[config.mk]
export PLATFORM = sky130hd
export DESIGN_NAME = thermal_self_shutdown_monitor
export DESIGN_NICKNAME = d
export VERILOG_FILES = /design/src/core/thermal_pkg.sv /design/src/core/temp_if.sv /design/src/core/temp_sync.sv /design/src/core/thermal_self_shutdown_monitor.sv
export SDC_FILE = /design/constraint.sdc
export NUM_CORES = 1
export LEC_CHECK = 0
export CORE_ASPECT_RATIO = 0.8
export CORE_MARGIN = 2
export CORE_UTILIZATION = 60
export DETAILED_ROUTE_END_ITERATION = 16
export DONT_BUFFER_PORTS = 1
export GPL_TIMING_DRIVEN = 1
export PLACE_DENSITY = 0.75
export SLEW_MARGIN = 15
export SYNTH_ARGS = -nofsm -noshare
export SYNTH_HDL_FRONTEND = slang
export SYNTH_SLANG_ARGS = --single-unit
[constraint.sdc]
create_clock -name CLK_IN -period 3.03 [get_ports CLK_IN]
set_clock_uncertainty 0.15 [all_clocks]
set_input_delay 0.1515 -clock CLK_IN [delete_from_list [all_inputs] [get_ports CLK_IN]]
set_output_delay 0.1515 -clock CLK_IN [all_outputs]
set_load 0.05 [all_outputs]
[src/core/thermal_pkg.sv]
package thermal_pkg;

  // Register byte addresses
  localparam logic [11:0] OFF_CTRL = 12'h000;
  localparam logic [11:0] OFF_STATUS = 12'h004;
  localparam logic [11:0] OFF_IRQ_STAT = 12'h008;
  localparam logic [11:0] OFF_IRQ_MASK = 12'h00C;
  localparam logic [11:0] OFF_TEMP = 12'h010;
  localparam logic [11:0] OFF_WARN_TH = 12'h014;
  localparam logic [11:0] OFF_CRIT_TH = 12'h018;
  localparam logic [11:0] OFF_FATAL_TH = 12'h01C;
  localparam logic [11:0] OFF_SHUT_TH = 12'h020;

  // Control fields
  localparam int CTRL_SHUT_EN_BIT = 0;
  localparam int CTRL_FORCE_OFF_BIT = 1;

  // Status fields
  localparam int ST_SHUT_LATCHED_BIT = 0;
  localparam int ST_WARN_BIT = 1;
  localparam int ST_CRIT_BIT = 2;
  localparam int ST_FATAL_BIT = 3;
  localparam int ST_POWER_OFF_BIT = 4;

  // Interrupt event fields
  localparam int EV_WARN_BIT = 0;
  localparam int EV_CRIT_BIT = 1;
  localparam int EV_FATAL_BIT = 2;
  localparam int EV_SHUT_BIT = 3;
  localparam int EV_RELEASE_BIT = 4;
  localparam int EV_WIDTH = 5;

  // Reset values (temperature codes, one per degree)
  localparam logic [7:0] RST_WARN_TH = 8'h5F;
  localparam logic [7:0] RST_CRIT_TH = 8'h69;
  localparam logic [7:0] RST_FATAL_TH = 8'h7D;
  localparam logic [7:0] RST_SHUT_TH = 8'h73;
  localparam logic RST_SHUT_EN = 1'b1;

  // Identify-only dwell time
  localparam int CLK_HZ = 40000000;
  localparam int ID_DWELL_MS = 20;
  localparam int ID_DWELL_CYC = (CLK_HZ / 1000) * ID_DWELL_MS;

  // Card power states
  typedef enum logic [1:0] {
    PWR_OFF,
    PWR_ID,
    PWR_AUX,
    PWR_MAIN
  } pwr_state_t;

endpackage : thermal_pkg

[src/core/temp_if.sv]
`timescale 1ns/1ps
`default_nettype none
interface temp_if;
  logic sample_valid;
  logic [7:0] temp;
  logic id_release;
  modport src (output sample_valid, output temp, output id_release);
  modport dst (input sample_valid, input temp, input id_release);
endinterface : temp_if
`default_nettype wire

[src/core/temp_sync.sv]
`timescale 1ns/1ps
`default_nettype none
module temp_sync #(
  parameter int DWELL_CYC = thermal_pkg::ID_DWELL_CYC
) (
  // Clock and reset
  input wire logic clk_in,
  input wire logic rstn_in,
  // Pins from the sensor and power control
  input wire logic sample_pin_in,
  input wire logic [7:0] temp_pin_in,
  input wire logic [1:0] pwr_state_pin_in,
  // To the monitor
  temp_if.src tif
);
  // A zero dwell would let any glimpse of identify release the latch
  if (DWELL_CYC < 1) begin : g_bad_dwell
    $error("DWELL_CYC must be positive");
  end

  typedef struct packed {
    logic [2:0] smp;
    logic [2:0][7:0] tmp;
    logic [2:0][1:0] pst;
    logic smp_last;
    logic [31:0] dwell;
    logic released;
    logic valid;
    logic [7:0] temp;
    logic rel;
  } sync_t;

  sync_t s_reg;
  sync_t s_next;

  always_comb begin
    s_next = s_reg;
    s_next.smp = {s_reg.smp[1:0], sample_pin_in};
    s_next.tmp = {s_reg.tmp[1:0], temp_pin_in};
    s_next.pst = {s_reg.pst[1:0], pwr_state_pin_in};
    s_next.valid = 1'b0;
    s_next.rel = 1'b0;
    // Strobe counts once stages two and three agree
    if (s_reg.smp[1] == s_reg.smp[2]) begin
      s_next.smp_last = s_reg.smp[2];
      if (s_reg.smp[2] && !s_reg.smp_last) begin
        s_next.valid = 1'b1;
        s_next.temp = s_reg.tmp[2];
      end
    end
    if (s_reg.pst[1] == s_reg.pst[2] && s_reg.pst[2] == thermal_pkg::PWR_ID) begin
      if (s_reg.dwell < 32'(DWELL_CYC)) begin
        s_next.dwell = s_reg.dwell + 32'h1;
      end else if (!s_reg.released) begin
        // release only after a full pass
        s_next.rel = 1'b1;
        s_next.released = 1'b1;
      end
    end else if (s_reg.pst[1] == s_reg.pst[2]) begin
      s_next.dwell = '0;
      s_next.released = 1'b0;
    end
  end

  always_ff @(posedge clk_in or negedge rstn_in) begin
    if (!rstn_in) begin
      s_reg <= '0;
    end else begin
      s_reg <= s_next;
    end
  end

  assign tif.sample_valid = s_reg.valid;
  assign tif.temp = s_reg.temp;
  assign tif.id_release = s_reg.rel;
endmodule : temp_sync
`default_nettype wire

[src/core/thermal_self_shutdown_monitor.sv]
// Behaviour
// - Compare own temperature with shutdown threshold, power down when reached.
// - Shutdown acts on its own, no management command needed.
// - Shutdown cuts controller silicon power, not the card supply.
// - Shutdown latched; never resumes by itself when temperature falls.
// - Only a pass through identify-only state releases the latch.
// - Enable control; when disabled, threshold crossing does not power down.
// - Recommended: shutdown threshold above maximum junction temperature.
// - Recommended: shutdown threshold between critical and fatal thresholds.
// - Warning, critical and fatal thresholds readable by management.
// - Temperature readable in auxiliary and main power states.
// - Identify-only state must last at least 20 ms before release.
//
// Added by the designer: the APB interface to the registers and the register addresses.
`timescale 1ns/1ps
`default_nettype none
module thermal_self_shutdown_monitor #(
  parameter int DWELL_CYC = thermal_pkg::ID_DWELL_CYC
) (
  // Clock and reset
  input wire logic CLK_IN,
  input wire logic RSTN_IN,
  // APB slave
  input wire logic PSEL_IN,
  input wire logic PENABLE_IN,
  input wire logic PWRITE_IN,
  input wire logic [11:0] PADDR_IN,
  input wire logic [31:0] PWDATA_IN,
  output logic [31:0] PRDATA_OUT,
  output logic PREADY_OUT,
  output logic PSLVERR_OUT,
  // Sensor and card power pins
  input wire logic SAMPLE_IN,
  input wire logic [7:0] TEMP_IN,
  input wire logic [1:0] PWR_STATE_IN,
  // Controller silicon power gate and interrupt
  output logic ASIC_PWR_EN_OUT,
  output logic SHUTDOWN_OUT,
  output logic IRQ_OUT
);
  ////////////////////////////////////////////////////////////////////////////

  // A zero dwell would let any glimpse of identify release the latch
  if (DWELL_CYC < 1) begin : g_bad_dwell
    $error("DWELL_CYC must be positive");
  end
  // Every field must fit one bus word
  if (thermal_pkg::EV_WIDTH > 32 || thermal_pkg::ST_POWER_OFF_BIT > 31) begin : g_bad_layout
    $error("Register fields exceed the bus word");
  end

  ////////////////////////////////////////////////////////////////////////////

  temp_if tif();

  temp_sync #(
    .DWELL_CYC(DWELL_CYC)
  ) u_sync (
    .clk_in(CLK_IN),
    .rstn_in(RSTN_IN),
    .sample_pin_in(SAMPLE_IN),
    .temp_pin_in(TEMP_IN),
    .pwr_state_pin_in(PWR_STATE_IN),
    .tif(tif.src)
  );

  ////////////////////////////////////////////////////////////////////////////

  typedef struct packed {
    logic shut_en;
    logic force_off;
    logic latched;
    logic [7:0] temp;
    logic [7:0] warn_th;
    logic [7:0] crit_th;
    logic [7:0] fatal_th;
    logic [7:0] shut_th;
    logic warn;
    logic crit;
    logic fatal;
    logic [thermal_pkg::EV_WIDTH-1:0] irq_stat;
    logic [thermal_pkg::EV_WIDTH-1:0] irq_mask;
    logic [31:0] prdata;
    logic pready;
    logic pslverr;
    logic pwr_en;
    logic irq;
  } mon_t;

  mon_t m_reg;
  mon_t m_next;

  ////////////////////////////////////////////////////////////////////////////

  // Zero-extend a byte field into a bus word
  function automatic logic [31:0] word8(input logic [7:0] v);
    word8 = {24'h000000, v};
  endfunction : word8

  // Unsigned compare; at-or-above so an exact hit trips
  function automatic logic crossed(input logic [7:0] t, input logic [7:0] th);
    crossed = t >= th;
  endfunction : crossed

  // Every offset that answers on the bus
  function automatic logic mapped(input logic [11:0] a);
    unique case (a)
      thermal_pkg::OFF_CTRL,
      thermal_pkg::OFF_STATUS,
      thermal_pkg::OFF_IRQ_STAT,
      thermal_pkg::OFF_IRQ_MASK,
      thermal_pkg::OFF_TEMP,
      thermal_pkg::OFF_WARN_TH,
      thermal_pkg::OFF_CRIT_TH,
      thermal_pkg::OFF_FATAL_TH,
      thermal_pkg::OFF_SHUT_TH: begin
        mapped = 1'b1;
      end
      default: begin
        mapped = 1'b0;
      end
    endcase
  endfunction : mapped

  // Status and temperature reflect hardware, so writes are refused
  function automatic logic writable(input logic [11:0] a);
    writable = mapped(a);
    if (a == thermal_pkg::OFF_STATUS || a == thermal_pkg::OFF_TEMP) begin
      writable = 1'b0;
    end
  endfunction : writable

  // Control word as software reads it
  function automatic logic [31:0] ctrl_word(input mon_t m);
    ctrl_word = 32'h00000000;
    ctrl_word[thermal_pkg::CTRL_SHUT_EN_BIT] = m.shut_en;
    ctrl_word[thermal_pkg::CTRL_FORCE_OFF_BIT] = m.force_off;
  endfunction : ctrl_word

  // Status word; power-off mirrors the registered gate, not its next value
  function automatic logic [31:0] status_word(input mon_t m);
    status_word = 32'h00000000;
    status_word[thermal_pkg::ST_SHUT_LATCHED_BIT] = m.latched;
    status_word[thermal_pkg::ST_WARN_BIT] = m.warn;
    status_word[thermal_pkg::ST_CRIT_BIT] = m.crit;
    status_word[thermal_pkg::ST_FATAL_BIT] = m.fatal;
    status_word[thermal_pkg::ST_POWER_OFF_BIT] = !m.pwr_en;
  endfunction : status_word

  // Event bits padded into a bus word
  function automatic logic [31:0] event_word(input logic [thermal_pkg::EV_WIDTH-1:0] e);
    event_word = 32'h00000000;
    event_word[thermal_pkg::EV_WIDTH-1:0] = e;
  endfunction : event_word

  ////////////////////////////////////////////////////////////////////////////

  logic [thermal_pkg::EV_WIDTH-1:0] ev;
  logic acc;
  logic wr;

  always_comb begin
    m_next = m_reg;
    ev = '0;
    acc = PSEL_IN && PENABLE_IN && !m_reg.pready;
    wr = acc && PWRITE_IN;
    m_next.pready = acc;
    m_next.pslverr = 1'b0;

    if (tif.sample_valid) begin
      m_next.temp = tif.temp;
      m_next.warn = crossed(tif.temp, m_reg.warn_th);
      m_next.crit = crossed(tif.temp, m_reg.crit_th);
      m_next.fatal = crossed(tif.temp, m_reg.fatal_th);
      // Events only on a rise, so a steady hot reading is reported once
      ev[thermal_pkg::EV_WARN_BIT] = !m_reg.warn && m_next.warn;
      ev[thermal_pkg::EV_CRIT_BIT] = !m_reg.crit && m_next.crit;
      ev[thermal_pkg::EV_FATAL_BIT] = !m_reg.fatal && m_next.fatal;
      if (m_reg.shut_en && !m_reg.latched && crossed(tif.temp, m_reg.shut_th)) begin
        m_next.latched = 1'b1;
        ev[thermal_pkg::EV_SHUT_BIT] = 1'b1;
      end
    end

    // flag clears with latch
    // Release wins over a same-cycle sample; next sample re-trips if still hot
    if (tif.id_release) begin
      m_next.latched = 1'b0;
      ev[thermal_pkg::EV_RELEASE_BIT] = 1'b1;
    end

    // Register writes; force_off lets management cut power too
    if (wr) begin
      unique case (PADDR_IN)
        thermal_pkg::OFF_CTRL: begin
          m_next.shut_en = PWDATA_IN[thermal_pkg::CTRL_SHUT_EN_BIT];
          m_next.force_off = PWDATA_IN[thermal_pkg::CTRL_FORCE_OFF_BIT];
        end
        thermal_pkg::OFF_IRQ_STAT: begin
          m_next.irq_stat = m_reg.irq_stat & ~PWDATA_IN[thermal_pkg::EV_WIDTH-1:0];
        end
        thermal_pkg::OFF_IRQ_MASK: begin
          m_next.irq_mask = PWDATA_IN[thermal_pkg::EV_WIDTH-1:0];
        end
        thermal_pkg::OFF_WARN_TH: begin
          m_next.warn_th = PWDATA_IN[7:0];
        end
        thermal_pkg::OFF_CRIT_TH: begin
          m_next.crit_th = PWDATA_IN[7:0];
        end
        thermal_pkg::OFF_FATAL_TH: begin
          m_next.fatal_th = PWDATA_IN[7:0];
        end
        thermal_pkg::OFF_SHUT_TH: begin
          m_next.shut_th = PWDATA_IN[7:0];
        end
        default: begin
        end
      endcase
      // Read-only or unmapped: refused, nothing changes
      m_next.pslverr = !writable(PADDR_IN);
    end

    // Set wins over write-one-to-clear
    m_next.irq_stat = m_next.irq_stat | ev;

    m_next.prdata = 32'h00000000;
    if (acc && !PWRITE_IN) begin
      unique case (PADDR_IN)
        thermal_pkg::OFF_CTRL: begin
          m_next.prdata = ctrl_word(m_reg);
        end
        thermal_pkg::OFF_STATUS: begin
          m_next.prdata = status_word(m_reg);
        end
        thermal_pkg::OFF_IRQ_STAT: begin
          m_next.prdata = event_word(m_reg.irq_stat);
        end
        thermal_pkg::OFF_IRQ_MASK: begin
          m_next.prdata = event_word(m_reg.irq_mask);
        end
        thermal_pkg::OFF_TEMP: begin
          m_next.prdata = word8(m_reg.temp);
        end
        thermal_pkg::OFF_WARN_TH: begin
          m_next.prdata = word8(m_reg.warn_th);
        end
        thermal_pkg::OFF_CRIT_TH: begin
          m_next.prdata = word8(m_reg.crit_th);
        end
        thermal_pkg::OFF_FATAL_TH: begin
          m_next.prdata = word8(m_reg.fatal_th);
        end
        thermal_pkg::OFF_SHUT_TH: begin
          m_next.prdata = word8(m_reg.shut_th);
        end
        default: begin
        end
      endcase
      // Unmapped reads return zero and an error
      m_next.pslverr = !mapped(PADDR_IN);
    end

    m_next.pwr_en = !m_next.latched && !m_next.force_off;
    m_next.irq = |(m_next.irq_stat & m_next.irq_mask);
  end

  always_ff @(posedge CLK_IN or negedge RSTN_IN) begin
    if (!RSTN_IN) begin
      m_reg <= '0;
      m_reg.shut_en <= thermal_pkg::RST_SHUT_EN;
      m_reg.warn_th <= thermal_pkg::RST_WARN_TH;
      m_reg.crit_th <= thermal_pkg::RST_CRIT_TH;
      m_reg.fatal_th <= thermal_pkg::RST_FATAL_TH;
      m_reg.shut_th <= thermal_pkg::RST_SHUT_TH;
      m_reg.pwr_en <= 1'b1;
    end else begin
      m_reg <= m_next;
    end
  end

  ////////////////////////////////////////////////////////////////////////////

  assign PRDATA_OUT = m_reg.prdata;
  assign PREADY_OUT = m_reg.pready;
  assign PSLVERR_OUT = m_reg.pslverr;
  assign ASIC_PWR_EN_OUT = m_reg.pwr_en;
  assign SHUTDOWN_OUT = m_reg.latched;
  assign IRQ_OUT = m_reg.irq;
endmodule : thermal_self_shutdown_monitor
`default_nettype wire

# Word level (Yosys, flattened, before mapping)

Index checks and enable logic that the tools add are counted.

Reductions and logical operators: 37
Equal/unequal tests: 13
Order comparisons: 5
Add/subtract/negate cells: 1
Multiplexer cells: 28
Bitwise operators: 4

Operator list:

| cell                    | number |
|---|---|
| $pmux W8 S9             | 1 |
| $mux W33                | 2 |
| $eq A12 B5 Y1 const B   | 4 |
| $add A32 B1 Y32 const B | 1 |
| $ge A8 B8 Y1            | 4 |
| $lt A32 B20 Y1 const B  | 1 |
| $mux W32                | 1 |
| $mux W9                 | 3 |
| $eq A12 B4 Y1 const B   | 2 |
| $mux W1                 | 16 |
| $reduce_and A2 Y1       | 8 |
| $eq A12 B3 Y1 const B   | 1 |
| $eq A12 B6 Y1 const B   | 1 |
| $logic_and A1 B1 Y1     | 12 |
| $logic_not A1 Y1        | 12 |
| $logic_not A12 Y1       | 1 |
| $and A5 B5 Y5           | 2 |
| $mux W10                | 1 |
| $mux W5                 | 2 |
| $reduce_or A9 Y1        | 1 |
| $mux W8                 | 1 |
| $not A5 Y5              | 1 |
| $or A5 B5 Y5            | 1 |
| $reduce_or A5 Y1        | 1 |
| 7 further kinds         | 8 |

Output and inout port bits: 37
Word-level logic and storage cells: 119
Register bits after elaboration: 169
Input bits: 60

# Longest topological paths before layout

Gate-level depths: netlist of run 1.

Depth after elaboration: 8
Gate-level depth with buffers: 8
Gate-level depth less buffers: 8

# By module

A second synthesis of run 1 with hierarchy kept.

Cell total of the unflattened synthesis: 666
Area total of the unflattened synthesis: 7016.7 µm²

Modules (own cells, without submodules):

| module                        | seq. area each (µm²) | instances | cells an instance | area each (µm²) |
|---|---|---|---|---|
| thermal_self_shutdown_monitor | 1730.4               | 1         | 418               | 4108.9 |
| temp_sync                     | 1926.8               | 1         | 248               | 2907.8 |

# Least setup slack after synthesis of run 1

Ideal clock, no wire load.

Kind: register to register
Start point: register m_reg, in the netlist PREADY_OUT
End point: register m_reg, in the netlist IRQ_OUT
Path slack: 804 ps
Required time: 2747 ps
Clock period less this slack: 2226 ps
Stages on the path, launching flop included: 8
Arrival: 1944 ps
Library setup time: 133 ps
Path buffers: 1
Path through: dfrtp_1 and4b_1 clkbuf_1 and3_1 nand3_1 mux2_2 a22oi_1 nand4_1

RTL lines:

| item                   | RTL line                             | text |
|---|---|---|
| from (decl)            | thermal_self_shutdown_monitor.sv:90  | `mon_t m_reg;` |
| from (signal assigned) | thermal_self_shutdown_monitor.sv:278 | `m_reg <= m_next;` |

# Worst setup path in the final report of run 1

Start point: register m_reg, in the netlist PREADY_OUT
End point: register m_reg[72] in the netlist's numbering

Longest elaborated chain between the ends: 4

RTL lines:

| item                               | RTL line                             | text |
|---|---|---|
| $logic_not A1 Y1                   | thermal_self_shutdown_monitor.sv:165 | `acc = PSEL_IN && PENABLE_IN && !m_reg.pready;` |
| $logic_and A1 B1 Y1                | thermal_self_shutdown_monitor.sv:165 |  |
| named net acc                      | thermal_self_shutdown_monitor.sv:159 | `logic acc;` |
| $logic_and A1 B1 Y1                | thermal_self_shutdown_monitor.sv:166 | `wr = acc && PWRITE_IN;` |
| $reduce_and A2 Y1 (no source line) | n/a                                  |  |

The timed path passes the listed nets, and every way through them passes these cells.
A chain may end at the register's enable or synchronous reset.

==> results of run 1 <==
routing by layer:
| layer | track usage [%] | up-vias | share of wire (%) |
|---|---|---|---|
| li1 | - | 2188 | - |
| met1 | 37.1 | 2378 | 44 |
| met2 | 41.4 | 214 | 46 |
| met3 | 7.54 | 28 | 8.7 |
| met4 | 8.99 | 0 | 1.9 |
| met5 | 0 | - | 0 |
report_power, final:
part | total (mW) | internal [mW] | switching (mW)
clock network | 2.27 | 1.46 | 0.809
logic | 0.529 | 0.236 | 0.293
registers | 2.19 | 2.06 | 0.124
total | 4.99 | 3.76 | 1.23
cells in the mapped netlist (3+ instances only):
master and count:
nand2_1 47, nor2b_1 6, a21o_1 7, a22oi_1 6, a21oi_1 34, dfstp_2 23, nor4_1 7, and2_1 12
mux2i_1 16, and3_1 10, a31oi_1 7, nand4_1 6, nor3_1 10, and4_1 4, inv_1 33, a32o_1 4
mux2_4 8, ha_1 33, nor2_1 37, nand3_1 15, nand2b_1 5, a21boi_0 3, buf_4 33, clkbuf_1 9
mux2_2 41, or2_2 3, dfrtp_1 122, xnor2_1 8, o21ai_0 19, a31o_2 4
cell type report:
cell class              count  area (um2)  area share (%)
inverters                  34         128            1.60
repair buffers             43         418            5.23
multi-input cells         412        2970            37.1
clock inverters            13         209            2.61
clock buffers              18         429            5.37
flip-flops and latches    145        3660            45.8
well taps                 148         185            2.32
critical path, delay by kind of cell (launching register included):
family	cells	cell delay, ns
buffers and inverters	3	1.39
AND/OR/NAND/NOR	4	0.62
AO/OA/AOI/OAI	1	0.08
flip-flops	1	0.52
worst paths after layout:
kind | start | to
worst max-delay path | PREADY_OUT | m_reg[72]
worst min-delay path | RSTN_IN | u_sync.tif.temp[1]
worst max register to register | PREADY_OUT | m_reg[72]
worst min register to register | u_sync.s_next[70] | u_sync.s_reg[70]
max in group asynchronous | RSTN_IN | ASIC_PWR_EN_OUT
min in group CLK_IN | PADDR_IN[2] | PRDATA_OUT[4]
metrics by stage:
stage          hold slack (ns)  power, mW  std cells  setup slack, ns  util (%)
2_1_floorplan           -0.294       2.59        639            0.804         -
3_3_place_gp            -0.289       2.64        744            0.686      61.0
3_5_place_dp            -0.289       2.69        744            0.608      61.0
4_1_cts                 -0.730       5.00        813            0.210      69.9
5_1_grt                 -0.744       5.17        813           0.0926      69.9
6_report                -0.718       4.99        813            0.218      69.9
timing repair:
action | 4_1_cts | 5_1_grt
setup endpoints to repair | 0 | 1
endpoints found under the hold margin | 212 | 145
gates resized for setup | 0 | 1
cell families (layout without fill, tap and decap cells):
family	count (synthesis)	after routing	synth area share, %
other	1	24	0.0536
flip-flops	145	145	52.3
buffers and inverters	82	108	6.55
XOR/XNOR	8	8	1.00
adder cells (fa/ha/maj)	33	33	5.90
AND/OR/NAND/NOR	180	180	14.0
multiplexers	66	66	10.9
AO/OA/AOI/OAI	101	101	9.25
==> summary.md, run 1 <==
| Metric | Value |
|---|---|
| Synth top area cells | `dfrtp_1, dfstp_2, mux2_2, ha_1, buf_4` |
| Post-DP Area | `6970 um2` |
| Top-area cell type share of the netlist area | `around 44%` |
| Core area | `11400 um2` |
| Diodes inserted | `0` |
| Failing checks | `negative hold slack` |
| PortBufs | `0` |
| Crit path launch type | `register` |
| Critical Path AT | `3.01 ns` |
| GPL Wtd Cong | `0.879` |
| H-tree depth | `4` |
| Initial antenna violation count | `0` |
| Tightest hold margin | `-0.718 ns` |
| Synth cell types | `62` |
| Final hold vios | `145` |
| Leak Pwr | `approximately 3.5 nW` |
| Synthesis-stage register bit count | `approximately 150` |
| Rel. slew slack | `41.9%` |
| Sequential share of the synthesized area | `~52%` |
| Final worst-path cycle share | `92.8%` |
| Clock tree from TritonCTS | `built` |
| Clock slew at reported path FFs | `0.06 ns` |
| Gr ovfl total | `0` |
| Worst-path cell chain | `nor2_1 > nand2_1 > nor3_2 > buf_4 > nand2_1 > dlygate4sd3_1 > o21ai_0 > dlygate4sd3_1` |
| Starting Density | `61.2%` |
| Area grow syn2layout | `14.3%` |
| # hold bufs at CTS | `38` |
| Setup TNS | `0 ns` |
| Die X | `125 um` |
| Run status | `complete, but fails checks` |
| Wirelength per Cell | `19.4 um` |
| # DRC | `0` |
| Setup Viol. Count Final | `0` |
| Vias/cell | `5.91` |
| Max VDD drop | `0.000412 V` |
| Clock sink total | `145` |
| Crit end category | `register` |
| Syn. warnings | `0` |
| Post-CTS Setup Inserts | `0` |
| Number of global-route vias before repair | `4917` |
| Crit path kind | `register to register` |
| Worst path max stage delay | `0.57 ns` |
| Most common cell after layout, fill and taps aside | `dfrtp_1` |
| Die ar. | `roughly 13000 um2` |
| Number of flip-flops in the largest register | `55` |
| GRT Total Usage | `26.8%` |
| Async SR Flop Fraction | `100%` |
| RSZ-0062 raised after global routing | `false` |
| Pins Over Slew Limit | `0` |
| HPWL Detailed | `10100 um` |
| Final ANT Viol Nets | `0` |
| FP Rows | `35` |
| Worst r2r path cells | `8` |
| CTS Buffer Depth | `2` |
| Final Instance Area | `7990 um2` |
| Final min period | `2.81 ns` |
| Routed WL | `about 16000 um` |
| Post-synth EDFFs | `0` |
| Drt first pass iters | `5` |
| CTS root buffer | `clkbuf_16` |
| Final net count | `between 700 and 800` |
| Synthesized cell area | `around 7000 um2` |
| I/O pin count | `97` |
| Worst-Skew Late Latency | `~0.42 ns` |
| Die Height | `101 um` |
| Hold Path Class | `input pin to asynchronous set/reset pin` |
| Largest net degree at the start of global routing | `146` |
| Slowest cell on the critical path | `dlygate4sd3_1` |
| Crit Path Max Fanout | `15` |
| Via count | `4808` |
| Internal reg-to-reg setup slack | `0.22 ns` |
| Layout cells sized above 1 | `19.7%` |
| Largest area contributor in the netlist | `dfrtp_1` |
| Worst EP required | `3.23 ns` |
| Slew @ Worst Pin | `0.868 ns` |
| # Max-Cap Violations | `0` |
| Num CTS Buffers | `17` |
| Initial drt markers | `roughly 480` |
| First-pass GRT wire length | `25700 um` |
| Avg Inst Size Synth | `roughly 11 um2` |
| Fill cells | `approximately 790` |
| PD cells | `about 620 nW/um2` |
| Primary FF master, synth | `dfrtp_1` |
| Commonest non-fill, non-tap cells in the layout | `dfrtp_1, nand2_1, mux2_2, dlygate4sd3_1, nor2_1` |
| Fmax | `356 MHz` |
| Post-Syn Instances | `about 620` |
Power figures use the tool's default switching activity.
==> inputs of run 2 (changes only) <==
--- a/config.mk
+++ b/config.mk
@@ -6,11 +6,13 @@
 export NUM_CORES = 1
 export LEC_CHECK = 0
+export CELL_PAD_IN_SITES_DETAIL_PLACEMENT = 1
+export CELL_PAD_IN_SITES_GLOBAL_PLACEMENT = 2
 export CORE_ASPECT_RATIO = 0.8
 export CORE_MARGIN = 2
-export CORE_UTILIZATION = 60
+export CORE_UTILIZATION = 45
 export DETAILED_ROUTE_END_ITERATION = 16
 export DONT_BUFFER_PORTS = 1
 export GPL_TIMING_DRIVEN = 1
-export PLACE_DENSITY = 0.75
+export PLACE_DENSITY = 0.83
 export SLEW_MARGIN = 15
 export SYNTH_ARGS = -nofsm -noshare
==> constraint.sdc (replaced) <==
create_clock -name CLK_IN -period 3.03 [get_ports CLK_IN]
set_clock_uncertainty 0.15 [all_clocks]
set_input_delay 0.606 -clock CLK_IN [delete_from_list [all_inputs] [get_ports CLK_IN]]
set_output_delay 0.606 -clock CLK_IN [all_outputs]
set_load 0.05 [all_outputs]
==> summary.md, run 2 (synthesis gave the netlist of run 1 again) <==
| Metric | Value |
|---|---|
| Final min period | `roughly 2.6 ns` |
| Via count | `4542` |
| Crit Path Max Fanout | `5` |
| I/O pin count | `97` |
| Number of global-route vias before repair | `roughly 5k` |
| Setup Viol. Count Final | `0` |
| GPL Wtd Cong | `around 0.82` |
| Number of flip-flops in the largest register | `55` |
| Run status | `complete, but fails checks` |
| Initial antenna violation count | `1` |
| Worst-path cell chain | `inv_1 > ha_1 > nand2b_1 > a21oi_1 > o21ai_0 > a32o_1 > o21ai_0 > nand4_1` |
| Area occupied by registers | `3660 um2` |
| # DRC | `0` |
| Initial drt markers | `between 200 and 250` |
| Worst path max stage delay | `0.37 ns` |
| Die X | `143 um` |
| CP Depth | `8` |
| Slowest cell on the critical path | `dfrtp_1` |
| Starting Density | `a little under half` |
| Worst EP required | `3.17 ns` |
| R2R Path Start | `u_sync.tif.temp[0]` |
| Pins Over Slew Limit | `0` |
| Internal reg-to-reg setup slack | `roughly 0.45 ns` |
| Failing checks | `negative hold slack` |
| Clock slew at reported path FFs | `0.06 ns` |
| RSZ-0062 raised after global routing | `false` |
| Crit path kind | `register to register` |
| Leak Pwr | `3.41 nW` |
| DP Cell Count | `about 800` |
| Crit end category | `register` |
| Fill cells | `1636` |
| Die Height | `116 um` |
| First-pass GRT wire length | `~26000 um` |
| Rel. slew slack | `41.5%` |
| Max VDD drop | `0.000370 V` |
| CP top delay family | `compound AO/OA/AOI/OAI gates` |
| Final worst-path cycle share | `85.2%` |
| Commonest non-fill, non-tap cells in the layout | `dfrtp_1, nand2_1, mux2_2, nor2_1, a21oi_1` |
| Slew @ Worst Pin | `around 0.9 ns` |
| CTS root buffer | `clkbuf_16` |
| PortBufs | `0` |
| Final net count | `711` |
| Worst r2r path cells | `8` |
| CP most frequent cell | `o21ai_0` |
| H-tree depth | `4` |
| Routed WL | `16300 um` |
| Fmax | `388 MHz` |
| Critical Path AT | `2.72 ns` |
| Clock sink total | `145` |
| Multi-input gate area | `2970 um2` |
| CTS Buffer Depth | `2` |
| Core area | `15100 um2` |
| Final ANT Viol Nets | `0` |
| HPWL Detailed | `11600 um` |
| CP Launch Point | `u_sync.tif.temp[0]` |
| GRT Total Usage | `21.2%` |
| Final hold vios | `145` |
| Non-filler cells, final | `842` |
| Wirelength per Cell | `slightly below 20 um` |
| Area grow syn2layout | `9.43%` |
| Num CTS Buffers | `17` |
| # Max-Cap Violations | `0` |
| Most common cell after layout, fill and taps aside | `dfrtp_1` |
| Tightest hold margin | `-0.279 ns` |
| Layout cells sized above 1 | `21.2%` |
| CP Buf/Inv Count | `1` |
| Clock tree from TritonCTS | `built` |
| Critical Path End | `IRQ_OUT` |
| Hold Path Class | `input pin to asynchronous set/reset pin` |
| Drt first pass iters | `4` |
| Post-CTS Setup Inserts | `0` |
| Die ar. | `approximately 17000 um2` |
| Largest net degree at the start of global routing | `146` |
| PD cells | `617 nW/um2` |
| R2R Path End | `IRQ_OUT` |
| Crit path launch type | `register` |
| FP Rows | `40` |
| Worst-Skew Late Latency | `between 0.4 and 0.5 ns` |
| Gr ovfl total | `0` |
| Vias/cell | `5.39` |
| Setup TNS | `0 ns` |
run 2: worst min-delay path by stage:
stage                     depth (start not counted)                 to  slack, ns
after CTS                                         0  u_sync.s_next[46]      -0.30
after global routing                              0  u_sync.s_next[72]      -0.31
after global placement                            0  u_sync.s_next[73]       0.16
final                                             0   u_sync.s_reg[73]      -0.28
after floorplan                                   0            IRQ_OUT       0.16
after detailed placement                          0  u_sync.s_next[73]       0.16
run 2: cell type report:
type                       count  share of cell area [%]
sequential                   145                    47.8
clock inverter                12                    1.59
timing repair buffer           8                   0.785
multi-input combinational    412                    38.8
antenna                        1                  0.0327
clock buffer                  20                    5.97
tap                          210                    3.43
inverter                      34                    1.67
run 2: timing repair:
action / in CTS / in global routing
endpoints found under the setup margin: 0 / 0
hold endpoints to repair: 145 / 145
gates resized for setup: 0 / 0
run 2: stage by stage:
| step | setup WS, ns | hold WS (ns) | power, mW | utilization (%) | instance area, um2 |
|---|---|---|---|---|---|
| finish | 0.449 | -0.279 | 4.73 | 50.6 | 7650 |
| detailed placement | 0.260 | 0.163 | 2.70 | 46.8 | 7070 |
| global route | 0.327 | -0.306 | 4.93 | 50.6 | 7650 |
| CTS | 0.472 | -0.302 | 4.78 | 50.6 | 7650 |
| floorplan | 0.569 | 0.160 | 2.59 | - | 7080 |
| global placement | 0.348 | 0.163 | 2.65 | 46.8 | 7070 |
run 2: power by group:
part	switching, mW	leakage (nW)	internal (mW)
Combinational	0.272	1.34	0.211
Sequential	0.122	1.78	2.06
Clock	0.865	0.288	1.19
Total	1.26	3.41	3.47
run 2: routing by layer:
| metal | wire [um] | track usage (%) | vias up |
|---|---|---|---|
| met2 | 7380 | 33.0 | 90 |
| met1 | 7930 | 29.3 | 2312 |
| li1 | - | - | 2122 |
| met5 | 0 | 0 | - |
| met3 | 727 | 5.17 | 18 |
| met4 | 216 | 7.65 | 0 |
==> inputs of run 3 (changes only) <==
- MAX_ROUTING_LAYER: not set -> met4
==> summary.md, run 3 (synthesis gave the netlist of run 1 again) <==
| Metric | Value |
|---|---|
| Run status | `complete, but fails checks` |
| Failing checks | `negative hold slack` |
| Crit Path Max Fanout | `5` |
| Tightest hold margin | `-0.278 ns` |
| CP Buf/Inv Count | `1` |
| # Max-Cap Violations | `0` |
| H-tree depth | `4` |
| CTS root buffer | `clkbuf_16` |
| Crit path launch type | `register` |
| Setup TNS | `0 ns` |
| Fmax | `395 MHz` |
| CP Launch Point | `u_sync.tif.temp[0]` |
| Max VDD drop | `about 0.00037 V` |
| # DRC | `0` |
| Most common cell after layout, fill and taps aside | `dfrtp_1` |
| Gr ovfl total | `0` |
| Area occupied by registers | `3660 um2` |
| Worst EP required | `3.17 ns` |
| Number of global-route vias before repair | `between 4k and 5k` |
| Final net count | `711` |
| Slew @ Worst Pin | `0.878 ns` |
| GRT met1 Usage | `between 20 and 30%` |
| Worst-Skew Late Latency | `~0.43 ns` |
| I/O pin count | `97` |
| Via count | `around 4.6k` |
| Worst-path cell chain | `inv_1 > ha_1 > nand2b_1 > a21oi_1 > o21ai_0 > a32o_1 > o21ai_0 > nand4_1` |
| GPL Wtd Cong | `0.834` |
| Die X | `between 100 and 150 um` |
| Rel. slew slack | `about two fifths` |
| Wirelength per Cell | `19.3 um` |
| PortBufs | `0` |
| Number of flip-flops in the largest register | `55` |
| Commonest non-fill, non-tap cells in the layout | `dfrtp_1, nand2_1, mux2_2, nor2_1, a21oi_1` |
| Largest net degree at the start of global routing | `around 150` |
| Drt first pass iters | `5` |
| CTS Buffer Depth | `2` |
| Critical Path AT | `2.67 ns` |
| Worst path max stage delay | `0.37 ns` |
| R2R Path Start | `u_sync.tif.temp[0]` |
| PD cells | `617 nW/um2` |
| GRT Total Usage | `22.0%` |
| Clock tree from TritonCTS | `built` |
| Leak Pwr | `3.41 nW` |
| RSZ-0062 raised after global routing | `false` |
| Pins Over Slew Limit | `0` |
| M2 GR Usage | `between 30 and 40%` |
| Crit end category | `register` |
| Initial drt markers | `around 240` |
| Gr busiest metal | `met2` |
| Clock sink total | `around 150` |
| Num CTS Buffers | `17` |
| Fill cells | `1638` |
| Final worst-path cycle share | `83.6%` |
| Hold Path Class | `input pin to asynchronous set/reset pin` |
| Final min period | `approximately 2.5 ns` |
| Area grow syn2layout | `9.43%` |
| Initial antenna violation count | `1` |
| Die Height | `roughly 120 um` |
| Core area | `15100 um2` |
| Die ar. | `16600 um2` |
| FP Rows | `40` |
| M3 GR Usage | `5.45%` |
| Setup ws final | `0.498 ns` |
| Routed WL | `16200 um` |
| CP most frequent cell | `o21ai_0` |
| Post-CTS resize count | `0` |
| Multi-input gate area | `2970 um2` |
| Internal reg-to-reg setup slack | `roughly 0.5 ns` |
| First-pass GRT wire length | `around 26000 um` |
| Crit path kind | `register to register` |
| Final ANT Viol Nets | `0` |
| Starting Density | `between 40% and 50%` |
| Clock slew at reported path FFs | `0.06 ns` |
| HPWL Detailed | `11600 um` |
| Final hold vios | `145` |
| Setup Viol. Count Final | `0` |
| Post-CTS Setup Inserts | `0` |
| Dpl ws | `approximately 0.26 ns` |
| Slowest cell on the critical path | `dfrtp_1` |
| CP top delay family | `compound AO/OA/AOI/OAI gates` |
| Vias/cell | `about 5.4` |
| Layout cells sized above 1 | `21.2%` |
run 3: cell counts in the layout (fill, tap and decap cells not counted):
Identical to the previous run, type by type.
run 3: final timing paths:
| kind | to | depth (start not counted) |
|---|---|---|
| max | IRQ_OUT | 8 |
| min | u_sync.s_reg[73] | 0 |
| max reg2reg | IRQ_OUT | 8 |
| min reg2reg | u_sync.s_reg[70] | 0 |
| max in group asynchronous | m_reg[91] | 0 |
| min in group CLK_IN | u_sync.s_next[47] | 0 |
run 3: area by class of cell:
class / instances / share of cell area [%]
Antenna cell: 1 / 0.0327
Clock inverter: 12 / 1.59
Tap cell: 210 / 3.43
Inverter: 34 / 1.67
Timing Repair Buffer: 8 / 0.785
Sequential cell: 145 / 47.8
Clock buffer: 20 / 5.97
Multi-Input combinational cell: 412 / 38.8
run 3: power breakdown:
part           switching [mW]  leakage, nW  internal, mW
combinational           0.272         1.34         0.212
sequential              0.122         1.78          2.06
clock                   0.863        0.288          1.19
total                    1.26         3.41          3.47
run 3: worst reg2reg max path: stages, from the launching register on:
cell	delay, ns
dfrtp_1	0.37
inv_1	0.17
ha_1	0.27
nand2b_1	0.17
a21oi_1	0.30
o21ai_0	0.24
a32o_1	0.31
o21ai_0	0.25
nand4_1	0.15
run 3: per-layer routing:
metal / up-vias / part of all wire (%)
li1: 2123 / -
met1: 2310 / 48
met2: 99 / 45
met3: 18 / 4.9
met4: 0 / 1.2
met5: - / 0
run 3: through the flow:
stage               cells  power, mW  utilization, %  hold slack [ns]  cell area [um2]
floorplan             639       2.59               -            0.160             7080
global placement      809       2.65            46.8            0.163             7070
detailed placement    809       2.70            46.8            0.163             7070
CTS                   841       4.78            50.6           -0.302             7650
global route          842       4.94            50.6           -0.308             7650
finish                842       4.73            50.6           -0.278             7650
